### config.mk
export PLATFORM = sky130hd
export DESIGN_NAME = fclp_login_engine
export DESIGN_NICKNAME = d
export VERILOG_FILES = /design/src/fclp_pkg.sv /design/src/fclp_payload_rom.sv /design/src/fclp_login_engine.sv
export SDC_FILE = /design/constraint.sdc
export NUM_CORES = 1
export LEC_CHECK = 0
export CAP_MARGIN = 20
export CORE_MARGIN = 2
export CORE_UTILIZATION = 30
export CTS_CLUSTER_DIAMETER = 50
export DETAILED_ROUTE_END_ITERATION = 10
export DONT_BUFFER_PORTS = 1
export PLACE_DENSITY = 0.47
export SLEW_MARGIN = 10
export SYNTH_ARGS = -nofsm -noshare
export SYNTH_HDL_FRONTEND = slang
export SYNTH_HIERARCHICAL = 1
export SYNTH_SLANG_ARGS = --single-unit
export TNS_END_PERCENT = 5
### constraint.sdc
create_clock -name mclk -period 15.24 [get_ports mclk]
set_input_delay 2.286 -clock mclk [delete_from_list [all_inputs] [get_ports mclk]]
set_output_delay 2.286 -clock mclk [all_outputs]
set_load 0.05 [all_outputs]
### src/fclp_pkg.sv
// fclp_pkg: constants and types of the login payload engine
// assumes: byte-wide payload streams, 32-bit APB register window
package fclp_pkg;

	// ----------------
	// register map (byte addresses)
	// ----------------
	localparam logic [7:0] REG_CTRL = 8'h00;
	localparam logic [7:0] REG_UID = 8'h04;
	localparam logic [7:0] REG_MAKER = 8'h08;
	localparam logic [7:0] REG_STATUS = 8'h0c;
	localparam logic [7:0] REG_NAME_A_HI = 8'h10;
	localparam logic [7:0] REG_NAME_A_LO = 8'h14;
	localparam logic [7:0] REG_NAME_B_HI = 8'h18;
	localparam logic [7:0] REG_NAME_B_LO = 8'h1c;
	localparam logic [7:0] REG_RXSIZE = 8'h20;
	localparam logic [7:0] REG_ALPA = 8'h24;
	localparam int CTRL_GO = 0;
	localparam int CTRL_PORT = 1;
	localparam int STAT_SIZE_ERR = 4;
	localparam int STAT_LOGOUT = 5;
	// arbitrary neutral reset values
	localparam logic [23:0] UID_RST = 24'h000001;
	localparam logic [23:0] MAKER_RST = 24'h5a3c96;

	// ----------------
	// payload codes and layout
	// ----------------
	localparam logic [7:0] CMD_PLOGI = 8'h03;
	localparam logic [7:0] CMD_PRLI = 8'h20;
	localparam logic [7:0] CMD_PDISC = 8'h50;
	localparam logic [7:0] CMD_FLOGI = 8'h04;
	localparam logic [7:0] ELS_ACC = 8'h02;
	localparam logic [7:0] ELS_RJT = 8'h01;
	localparam logic [7:0] LSRJT_REASON = 8'h03;
	localparam logic [7:0] VER_BYTE = 8'h09;
	localparam logic [63:0] PRLI_HDR = 64'h2010001408002000;
	localparam logic [31:0] PRLI_TAIL = 32'h00000022;
	localparam logic [11:0] LEN_PLOGI = 12'd116;
	localparam logic [11:0] LEN_PRLI = 12'd20;
	localparam logic [11:0] LEN_PDISC = 12'd28;
	localparam logic [11:0] LEN_RJT = 12'd8;
	localparam logic [11:0] IDX_VER = 12'd4;
	localparam logic [11:0] IDX_CF = 12'd8;
	localparam logic [11:0] IDX_FSC = 12'd10;
	localparam logic [11:0] IDX_PN = 12'd20;
	localparam logic [11:0] IDX_SO = 12'd68;
	localparam logic [11:0] IDX_IC = 12'd70;
	localparam logic [11:0] IDX_FS3 = 12'd74;
	localparam logic [11:0] IDX_CS = 12'd77;
	localparam logic [11:0] IDX_OS = 12'd80;
	localparam logic [11:0] IDX_PTAIL = 12'd16;
	localparam int CF_CIO = 7;
	localparam int CF_NF = 4;
	localparam int CF_ACM = 3;
	localparam int SO_VALID = 7;
	localparam int IC_ASSOC_HI = 5;
	localparam logic [15:0] FS_MIN = 16'd128;
	localparam logic [15:0] FS_MAX = 16'd2112;
	localparam logic [15:0] FS_FLOGI = 16'h0840;
	localparam logic [1:0] PORT_NODE = 2'd0;
	localparam logic [1:0] PORT_A = 2'd1;
	localparam logic [1:0] PORT_B = 2'd2;

	// ----------------
	// task management
	// ----------------
	localparam logic [7:0] TMF_ABORT_SET = 8'h02;
	localparam logic [7:0] TMF_CLEAR_SET = 8'h04;
	localparam logic [7:0] TMF_TARGET_RESET = 8'h20;
	localparam logic [7:0] TMF_CLEAR_ACA = 8'h40;
	localparam logic [7:0] TMF_TERMINATE = 8'h80;
	localparam logic [7:0] TMF_COMPLETE = 8'h00;
	localparam logic [7:0] TMF_UNSUPPORTED = 8'h04;
	localparam logic [7:0] TMF_REJECT = 8'h05;

	typedef enum logic [1:0] {
		ST_IDLE = 2'b00,
		ST_RX = 2'b01,
		ST_TX = 2'b10
	} fclp_state_e;

	typedef enum logic [1:0] {
		TK_PACC = 2'b00,
		TK_RACC = 2'b01,
		TK_RJT = 2'b10,
		TK_FLOGI = 2'b11
	} fclp_kind_e;

endpackage

### src/fclp_payload_rom.sv
// fclp_payload_rom: byte image of every payload the engine sends
// assumes: caller registers the byte; lookup is purely combinational
`timescale 1ns/1ps
module fclp_payload_rom (
	input wire fclp_pkg::fclp_kind_e kind, // payload being built
	input wire logic [11:0] idx, // byte position
	input wire logic [3:0] nib, // link side nibble
	input wire logic [15:0] fs, // receive size to advertise
	input wire logic [23:0] uid, // unique identifier
	input wire logic [23:0] maker, // maker code bytes
	output logic [7:0] byteOut // payload byte
);
	import fclp_pkg::*;

	logic isFlogi;
	assign isFlogi = (kind == TK_FLOGI);

	// ----------------
	// byte lookup
	// ----------------
	// image lookup per payload kind
	always_comb begin
		byteOut = 8'h00;
		case (kind)
			TK_RJT: begin
				if (idx == 12'd0) byteOut = ELS_RJT;
				else if (idx == 12'd5) byteOut = LSRJT_REASON;
			end
			TK_RACC: begin
				case (idx)
					12'd0: byteOut = ELS_ACC;
					12'd1: byteOut = 8'h10;
					12'd3: byteOut = 8'h14;
					12'd4: byteOut = 8'h08;
					12'd6: byteOut = 8'h21;
					12'd19: byteOut = 8'h12;
					default: byteOut = 8'h00;
				endcase
			end
			default: begin
				case (idx)
					12'd0: byteOut = isFlogi ? CMD_FLOGI : ELS_ACC;
					12'd4, 12'd5: byteOut = VER_BYTE;
					12'd8: byteOut = isFlogi ? 8'h08 : 8'h88;
					12'd10, 12'd74: byteOut = fs[15:8];
					12'd11, 12'd75: byteOut = fs[7:0];
					12'd13, 12'd77: byteOut = isFlogi ? 8'h00 : 8'hff;
					12'd15, 12'd81: byteOut = isFlogi ? 8'h00 : 8'h01;
					12'd18: byteOut = isFlogi ? 8'h02 : 8'h01;
					12'd19: byteOut = 8'hf4;
					12'd20: byteOut = {4'h2, nib};
					12'd22, 12'd30: byteOut = maker[23:16];
					12'd23, 12'd31: byteOut = maker[15:8];
					12'd24, 12'd32: byteOut = maker[7:0];
					12'd25, 12'd33: byteOut = uid[23:16];
					12'd26, 12'd34: byteOut = uid[15:8];
					12'd27, 12'd35: byteOut = uid[7:0];
					12'd28: byteOut = isFlogi ? 8'h02 : 8'h20;
					12'd68: byteOut = 8'h80;
					default: byteOut = 8'h00;
				endcase
			end
		endcase
	end

endmodule

### src/fclp_login_engine.sv
// fclp_login_engine: login payload checks and replies
// fabric logins, task management, APB registers
// assumes: streams and APB master on mclk
//
// Notes on behaviour
// - task management codes 00 complete, 04 unsupported, 05 rejected
// - don't-care nibbles and bits never checked
// - incoming credit ignored; own credit zero
// - features need offset 1, N/F 0, alt credit 1; accept shows 88 00
// - both receive sizes above 128, below 2112, multiple of four
// - non-last frames carry exactly the class 3 size
// - port name kept; discovery mismatch logs out, rejects
// - incoming node name neither checked nor kept
// - class 3 valid bit must be 1; other bits ignored
// - process association 10 or 11 rejects
// - concurrent and open sequence counts must be nonzero
// - port login accept: fixed header, zero classes 1/2, options 80
// - accept returns the initiator's class 3 size; only ports A and B use it, node side keeps 0840
// - own unique id in port and node names
// - maker code bytes fill bytes 22-24 and 30-32
// - accept side nibble: 0 node, 1 port A, 2 port B
// - process accept 02 10 00 14 08 00 21 00, ends 12
// - fabric login: fixed header, credit 0, features 08 00, size 0840
// - fabric login side nibble 1 port A, 2 port B
// - clear ACA, target reset, clear/abort task set supported; terminate not
`timescale 1ns/1ps
module fclp_login_engine #(
	parameter int ADDR_W = 8 // APB address width
) (
	input wire logic mclk, // system clock
	input wire logic nrst, // async reset, active low
	input wire logic psel, // APB select
	input wire logic penable, // APB access phase
	input wire logic pwrite, // APB direction
	input wire logic [ADDR_W-1:0] paddr, // APB byte address
	input wire logic [31:0] pwdata, // APB write data
	output logic [31:0] prdata, // APB read data
	output logic pready, // APB ready
	output logic pslverr, // APB error
	input wire logic rxValid, // incoming byte valid
	output logic rxReady, // engine takes bytes
	input wire logic [7:0] rxData, // incoming payload byte
	input wire logic rxSof, // first byte of frame
	input wire logic rxEof, // last byte of frame
	input wire logic [1:0] rxPort, // receiving side
	input wire logic [7:0] rxAlpa, // sender loop address
	input wire logic rxLs, // link service frame
	input wire logic rxLast, // frame ends its sequence
	output logic txValid, // outgoing byte valid
	input wire logic txReady, // link takes byte
	output logic [7:0] txData, // outgoing payload byte
	output logic txSof, // first byte of payload
	output logic txEof, // last byte of payload
	output logic [1:0] txPort, // side to send on
	output logic [15:0] txFrameSize, // own frame size
	input wire logic tmfValid, // tmf request
	input wire logic [7:0] tmfFlags, // tmf flags
	output logic tmfRespValid, // response pulse
	output logic [7:0] tmfResp // response code
);
	import fclp_pkg::*;

	if (ADDR_W < 6 || ADDR_W > 32) begin : gChk
		$error("ADDR_W must lie between 6 and 32");
	end

	typedef struct packed {
		fclp_state_e st;
		logic [11:0] idx;
		logic [7:0] cmd;
		logic [1:0] port;
		logic [7:0] alpa;
		logic bad;
		logic [7:0] tmp;
		logic [63:0] name;
		logic [15:0] fs3;
		logic [1:0] loggedIn;
		logic [1:0] prliOk;
		logic [1:0][63:0] pname;
		logic [1:0][15:0] pfs;
		logic [1:0][7:0] palpa;
		logic sizeErr;
		logic implLogout;
		logic [7:0] lastRej;
		logic flogiReq;
		logic [1:0] flogiPort;
		logic [23:0] uid;
		logic [23:0] maker;
		fclp_kind_e kind;
		logic [1:0] txPort;
		logic [3:0] txNib;
		logic [15:0] txFs;
		logic txValid;
		logic [7:0] txData;
		logic tmfRespValid;
		logic [7:0] tmfResp;
		logic [31:0] prdata;
	} fclp_eng_s;

	fclp_eng_s r;
	fclp_eng_s n;
	logic [1:0] rstPipe;
	logic rstn;
	logic [11:0] romIdx;
	logic [7:0] romByte;
	logic apbWr;
	logic [7:0] regAddr;

	// ----------------
	// helpers
	// ----------------
	function automatic logic fsOk(input logic [15:0] v);
		return (v > FS_MIN) && (v < FS_MAX) && (v[1:0] == 2'b00);
	endfunction

	function automatic logic [11:0] lenOf(input fclp_kind_e k);
		case (k)
			TK_RACC: return LEN_PRLI;
			TK_RJT: return LEN_RJT;
			default: return LEN_PLOGI;
		endcase
	endfunction

	function automatic logic isAB(input logic [1:0] p);
		return (p == PORT_A) || (p == PORT_B);
	endfunction

	// one supported function at a time completes
	function automatic logic [7:0] tmfCode(input logic [7:0] f);
		case (f)
			TMF_ABORT_SET, TMF_CLEAR_SET, TMF_TARGET_RESET, TMF_CLEAR_ACA: return TMF_COMPLETE;
			TMF_TERMINATE: return TMF_UNSUPPORTED;
			default: return TMF_REJECT;
		endcase
	endfunction

	// per-byte check; unlisted positions are don't-care
	function automatic logic byteBad(input logic [7:0] cmd, input logic [11:0] pos,
		input logic [7:0] d, input logic [7:0] hi);
		logic b;
		b = 1'b0;
		if (cmd == CMD_PLOGI) begin
			if (pos > 12'd0 && pos < IDX_VER) b = (d != 8'h00);
			else if (pos == IDX_VER || pos == IDX_VER + 12'd1) b = (d != VER_BYTE);
			else if (pos == IDX_CF) b = !d[CF_CIO] || d[CF_NF] || !d[CF_ACM];
			else if (pos == IDX_FSC + 12'd1) b = !fsOk({hi, d});
			else if (pos == IDX_SO) b = !d[SO_VALID];
			else if (pos == IDX_IC) b = d[IC_ASSOC_HI];
			else if (pos == IDX_FS3 + 12'd1) b = !fsOk({hi, d});
			else if (pos == IDX_CS) b = (d == 8'h00);
			else if (pos == IDX_OS + 12'd1) b = ({hi, d} == 16'h0000);
		end else if (cmd == CMD_PRLI) begin
			if (pos < IDX_VER + 12'd4) b = (d != 8'(PRLI_HDR >> {3'd7 - pos[2:0], 3'b000}));
			else if (pos >= IDX_PTAIL && pos < LEN_PRLI)
				b = (d != 8'(PRLI_TAIL >> {2'd3 - pos[1:0], 3'b000}));
		end
		return b;
	endfunction

	function automatic fclp_eng_s rstVal();
		fclp_eng_s v;
		v = '0;
		v.uid = UID_RST;
		v.maker = MAKER_RST;
		v.flogiPort = PORT_A;
		return v;
	endfunction

	// ----------------
	// reset release and state register
	// ----------------
	// two-stage reset release
	always_ff @(posedge mclk or negedge nrst) begin
		if (!nrst) rstPipe <= 2'b00;
		else rstPipe <= {rstPipe[0], 1'b1};
	end
	assign rstn = rstPipe[1];

	// single state register
	always_ff @(posedge mclk or negedge rstn) begin
		if (!rstn) r <= rstVal();
		else r <= n;
	end

	// ----------------
	// payload image
	// ----------------
	assign romIdx = r.txValid ? r.idx + 12'd1 : r.idx;

	fclp_payload_rom uRom (
		.kind(r.kind),
		.idx(romIdx),
		.nib(r.txNib),
		.fs(r.txFs),
		.uid(r.uid),
		.maker(r.maker),
		.byteOut(romByte)
	);

	assign apbWr = psel && penable && pwrite;
	assign regAddr = 8'(paddr);

	// ----------------
	// next-state logic
	// ----------------
	always_comb begin
		logic [11:0] pos;
		logic [7:0] cmdNow;
		logic pi;
		logic ok;
		pos = rxSof ? 12'd0 : r.idx;
		cmdNow = rxSof ? rxData : r.cmd;
		pi = (rxSof ? rxPort : r.port) == PORT_B;
		ok = 1'b0;
		n = r;
		n.tmfRespValid = 1'b0;

		// task management answer, one cycle later
		if (tmfValid) begin
			n.tmfRespValid = 1'b1;
			n.tmfResp = tmfCode(tmfFlags);
		end

		// read data captured in setup phase
		if (psel && !penable) begin
			case (regAddr)
				REG_CTRL: n.prdata = {29'h0, r.flogiPort, r.flogiReq};
				REG_UID: n.prdata = {8'h00, r.uid};
				REG_MAKER: n.prdata = {8'h00, r.maker};
				REG_STATUS: n.prdata = {16'h0000, r.lastRej, 1'b0, r.st != ST_IDLE,
					r.implLogout, r.sizeErr, r.prliOk, r.loggedIn};
				REG_NAME_A_HI: n.prdata = r.pname[0][63:32];
				REG_NAME_A_LO: n.prdata = r.pname[0][31:0];
				REG_NAME_B_HI: n.prdata = r.pname[1][63:32];
				REG_NAME_B_LO: n.prdata = r.pname[1][31:0];
				REG_RXSIZE: n.prdata = {r.pfs[1], r.pfs[0]};
				REG_ALPA: n.prdata = {16'h0000, r.palpa[1], r.palpa[0]};
				default: n.prdata = 32'h0;
			endcase
		end

		// register writes; sticky clears come before hardware sets
		if (apbWr) begin
			case (regAddr)
				REG_CTRL: n.flogiPort = pwdata[CTRL_PORT+:2];
				REG_UID: n.uid = pwdata[23:0];
				REG_MAKER: n.maker = pwdata[23:0];
				REG_STATUS: begin
					if (pwdata[STAT_SIZE_ERR]) n.sizeErr = 1'b0;
					if (pwdata[STAT_LOGOUT]) n.implLogout = 1'b0;
				end
				default: ;
			endcase
		end

		// receive, reply and fabric login sequencing
		case (r.st)
			ST_IDLE, ST_RX: begin
				if (rxValid) begin
					n.st = ST_RX;
					n.idx = pos + 12'd1;
					if (rxSof) begin
						n.cmd = rxData;
						n.port = rxPort;
						n.alpa = rxAlpa;
						n.bad = 1'b0;
					end
					if (rxLs) begin
						n.bad = n.bad | byteBad(cmdNow, pos, rxData, r.tmp);
						if (pos == IDX_FSC || pos == IDX_FS3 || pos == IDX_OS) n.tmp = rxData;
						if (pos >= IDX_PN && pos < IDX_PN + 12'd8) n.name = {r.name[55:0], rxData};
						if (pos == IDX_FS3 + 12'd1) n.fs3 = {r.tmp, rxData};
					end
					if (rxEof && !rxLs) begin
						n.st = ST_IDLE;
						if (!rxLast && isAB(n.port) && r.loggedIn[pi] && {4'h0, pos + 12'd1} != r.pfs[pi])
							n.sizeErr = 1'b1;
					end else if (rxEof) begin
						n.st = ST_TX;
						n.idx = 12'd0;
						n.txValid = 1'b0;
						n.txPort = n.port;
						n.txNib = {2'b00, n.port};
						case (cmdNow)
							CMD_PLOGI: begin
								ok = !n.bad && pos + 12'd1 >= LEN_PLOGI && n.port != 2'd3;
								n.kind = TK_PACC;
								n.txFs = n.fs3;
								if (ok && isAB(n.port)) begin
									n.loggedIn[pi] = 1'b1;
									n.prliOk[pi] = 1'b0;
									n.pname[pi] = n.name;
									n.pfs[pi] = n.fs3;
									n.palpa[pi] = n.alpa;
								end
							end
							CMD_PRLI: begin
								ok = !n.bad && pos + 12'd1 >= LEN_PRLI && isAB(n.port) && r.loggedIn[pi];
								n.kind = TK_RACC;
								if (ok) n.prliOk[pi] = 1'b1;
							end
							CMD_PDISC: begin
								ok = pos + 12'd1 >= LEN_PDISC && isAB(n.port) && r.loggedIn[pi];
								n.kind = TK_PACC;
								n.txFs = r.pfs[pi];
								if (ok && (n.name != r.pname[pi] || n.alpa != r.palpa[pi])) begin
									ok = 1'b0;
									n.loggedIn[pi] = 1'b0;
									n.prliOk[pi] = 1'b0;
									n.implLogout = 1'b1;
								end
							end
							default: ok = 1'b0;
						endcase
						if (!ok) begin
							n.kind = TK_RJT;
							n.lastRej = cmdNow;
						end
					end
				end else if (r.st == ST_IDLE && r.flogiReq) begin
					n.st = ST_TX;
					n.idx = 12'd0;
					n.txValid = 1'b0;
					n.flogiReq = 1'b0;
					n.kind = TK_FLOGI;
					n.txPort = r.flogiPort;
					n.txNib = {2'b00, r.flogiPort};
					n.txFs = FS_FLOGI;
				end
			end
			ST_TX: begin
				if (!r.txValid) begin
					n.txValid = 1'b1;
					n.txData = romByte;
				end else if (txReady) begin
					if (r.idx == lenOf(r.kind) - 12'd1) begin
						n.txValid = 1'b0;
						n.st = ST_IDLE;
					end else begin
						n.idx = r.idx + 12'd1;
						n.txData = romByte;
					end
				end
			end
			default: n.st = ST_IDLE;
		endcase

		// software request wins over the hardware consume
		if (apbWr && regAddr == REG_CTRL && pwdata[CTRL_GO]) n.flogiReq = 1'b1;
	end

	// ----------------
	// outputs
	// ----------------
	// bus answer in the access phase
	assign prdata = r.prdata;
	assign pready = psel && penable;
	assign pslverr = psel && penable && (paddr > ADDR_W'(REG_ALPA) || paddr[1:0] != 2'b00);

	// streams and status
	assign rxReady = (r.st != ST_TX);
	assign txValid = r.txValid;
	assign txData = r.txData;
	assign txSof = r.txValid && r.idx == 12'd0;
	assign txEof = r.txValid && r.idx == lenOf(r.kind) - 12'd1;
	assign txPort = r.txPort;
	assign txFrameSize = (isAB(r.txPort) && r.loggedIn[r.txPort == PORT_B]) ?
		r.pfs[r.txPort == PORT_B] : FS_FLOGI;
	assign tmfRespValid = r.tmfRespValid;
	assign tmfResp = r.tmfResp;

endmodule

==> impl_results.md <==
* Met1 global-route usage at 0.311
* RSZ-0062 raised after global routing: no
* Final setup vio count at 0
* Slew headroom at 0.266
* Via count at roughly 20000
* Reg2Reg Setup Slack at around 9.3 ns
* Total setup buffers inserted after CTS at 0
* Status: complete, no violations
* Largest net degree at the start of global routing at approximately 180
* Num rows at ~100
* Top FF cell, synth: dfrtp_1
* Avg WL per Cell at ~27 um
* Worst-path clk slew at ~0.050 ns
* Clock sink count at ~430
* GR Util met2 at 0.348
* Area grow syn2layout at 11.8%
* Initial antenna violation count at 3
* Hold slack at between 0.3 and 0.4 ns
* Final Hold Fails at 0
* VDD IR max at approximately 0.000099 V
* Power per Cell Area at 131 mW/mm^2
* P_leak at 11.7 nW
* Worst Path Required at roughly 16 ns
* Routed wire length at 93100 um
* Slew @ Worst Pin at 1.10 ns
* Commonest non-fill, non-tap cell in the layout: dfrtp_1
* Share of layout cells above drive strength 1 at 0.168
* Commonest cells after routing, fill and taps aside: dfrtp_1, nand2_1, o21ai_0
* Crit path DAT at between 7 and 8 ns
* Inserted Clock Buffers at 61
* I/O pin count at between 150 and 200
* Setup ws final at between 7 and 8 ns
* DR iter-0 viols at around 1800
* # nets final at between 2000 and 2500
* CP Launch Type: input pin
* Global-route wire length before repair at between 100000 and 150000 um
* GP Congestion at around 0.91
* Crit Path Class: input pin to flip-flop
* Pre-CTS setup slack at approximately 7.4 ns
* Worst Path Max Fanout at 56
* Synth cell types at 90
* Synthesized cell area at 0.0243 sq mm
* Hold depth at 0
* Drt drc at 0
* HPWL after detailed placement at between 60000 and 70000 um
* Number of global-route vias before repair at 19099
* Hold Path Origin: rstPipe[0]
* CTS tree: built
* Count of pins over their slew limit at 0
* Post-synth EDFFs at 0
* Max Root-Sink Buffers at 3
* CP Capture Type: flip-flop
* Tcrit/Tclk final at 0.483
* Ys async rst share at 1.00
* Hold buffer count at cts at 0
* Post-route cell area at ~0.027 sq mm
* Syn Area/Cell at around 10 sq um
* Total track usage at 0.221
* R2r startpoint: r[413]
* DIE AREA at ~0.083 sq mm
* Max-cap violations at 0
* Min cycle time layout at roughly 7.4 ns
* Max Freq at 136 MHz
* Total core area at between 0.08 and 0.09 sq mm
* Post-synthesis sequential area ratio at 0.442
* Global routing usage on met3 at 0.0373
* Root buf cell: clkbuf_16
* Hold EP: rstPipe[1]
* Setup TNS at 0 ns
* Placed instance area at 0.0249 sq mm
* Skew final at 0.0599 ns
* DRT antenna net count at 0
* Gate Count Post-Synth at 2426
* Grt peak-use layer: met2
* Worst-skew pair later-pin latency at ~0.67 ns
* HP Class: flip-flop to flip-flop
* Post-CTS Resized at 0
* Horiz. Die Dim at between 200 and 300 um
* First drt pass iteration count at 6
* Initial Util at 0.303
* Ys Warns at 6
* IO Port Bufs at 0
* Fin util at 0.338
* Die span in y at about 290 um
* Via density at between 5 and 6
* Number of synthesized register bits at 428
* H-tree depth at 2
* Global route overflow at 0
* Worst Reg-to-Reg Cells at 14
* Worst reg2reg path endpoint: r[125]
-- worst max-delay path by stage --
stage | cells after the start | start | endpoint | slack (ns)
5_1_grt | 14 | rxSof | r[127] | 7.83
2_1_floorplan | 0 | rstPipe[1] | async pin | 2.45
6_report | 14 | rxSof | r[125] | 7.88
4_1_cts | 14 | rxSof | r[127] | 8.00
3_5_place_dp | 14 | rxSof | r[126] | 7.37
3_3_place_gp | 14 | rxSof | r[125] | 7.44
-- per-stage QoR --
| stage | total power, mW | cells |
|---|---|---|
| 2_1_floorplan | 1.85 | 2433 |
| 3_3_place_gp | 2.05 | 3315 |
| 3_5_place_dp | 2.06 | 3317 |
| 4_1_cts | 3.59 | 3431 |
| 5_1_grt | 3.71 | 3435 |
| 6_report | 3.57 | 3437 |
-- cell type report --
cell class	count	area, sq um
fill	8113	53100
sequential	428	10700
tap	1060	1330
inverter	24	90.1
clock buffer	75	1630
clock inverter	39	568
antenna	4	10.0
timing repair buffer	43	378
multi-input combinational	1764	12400
-- Yosys cell counts, types with 23 or more instances --
cell        n  share of area
clkbuf_1  108          0.017
nand4_1    30         0.0077
nor2_1    105          0.016
buf_4      60          0.019
nand2_1   313          0.048
dfrtp_1   414           0.43
nor3_1     31         0.0064
nand3_1    70          0.014
a21oi_1    35         0.0072
inv_1      23         0.0036
mux2_2    179          0.083
a22oi_1    65          0.020
o21ai_1    50          0.010
o21ai_0   208          0.043
a22o_1     54          0.019
mux2i_1   198          0.082
xnor2_1    70          0.025
a221oi_1   23         0.0083
a222oi_1   28          0.012
buf_2      34         0.0070
-- power breakdown --
part,total (mW),leakage (nW),switching (mW),internal (mW)
clock network,1.52,1.06,0.583,0.939
logic,0.755,4.79,0.497,0.259
registers,1.29,5.83,0.0922,1.20
-- cell families (layout without fill, tap and decap cells) --
kind of cell               Yosys count  count (layout)  share of synthesized area
xor gates and xnor gates            91              91                     0.0328
and+or+nand+nor                    679             679                      0.134
other                                2              13                   0.000309
muxes                              381             381                      0.168
adders and majority gates           16              16                    0.00824
AOI/OAI and AO/OA                  588             588                      0.164
DFF                                428             428                      0.442
buffers and inverters              241             181                     0.0514
-- worst max-delay path, cell delays in order --
cell      delay [ns]
mux2i_1         0.22
inv_1           0.17
ha_4            0.49
buf_4           0.57
buf_4           0.74
mux2i_1         0.52
xor2_1          0.21
nand3_1         0.09
nor4_1          0.31
o211ai_1        0.18
nor4_1          0.66
nand4_1         0.50
nand3_2         0.41
mux2_2          0.37
-- per-layer routing --
metal	part of all wire	wire length, um
met2	0.45	42300
met3	0.070	6510
met4	0.027	2490
met5	0.000075	7
met1	0.45	41700
Note: power is estimated with default switching activity, not from simulation.
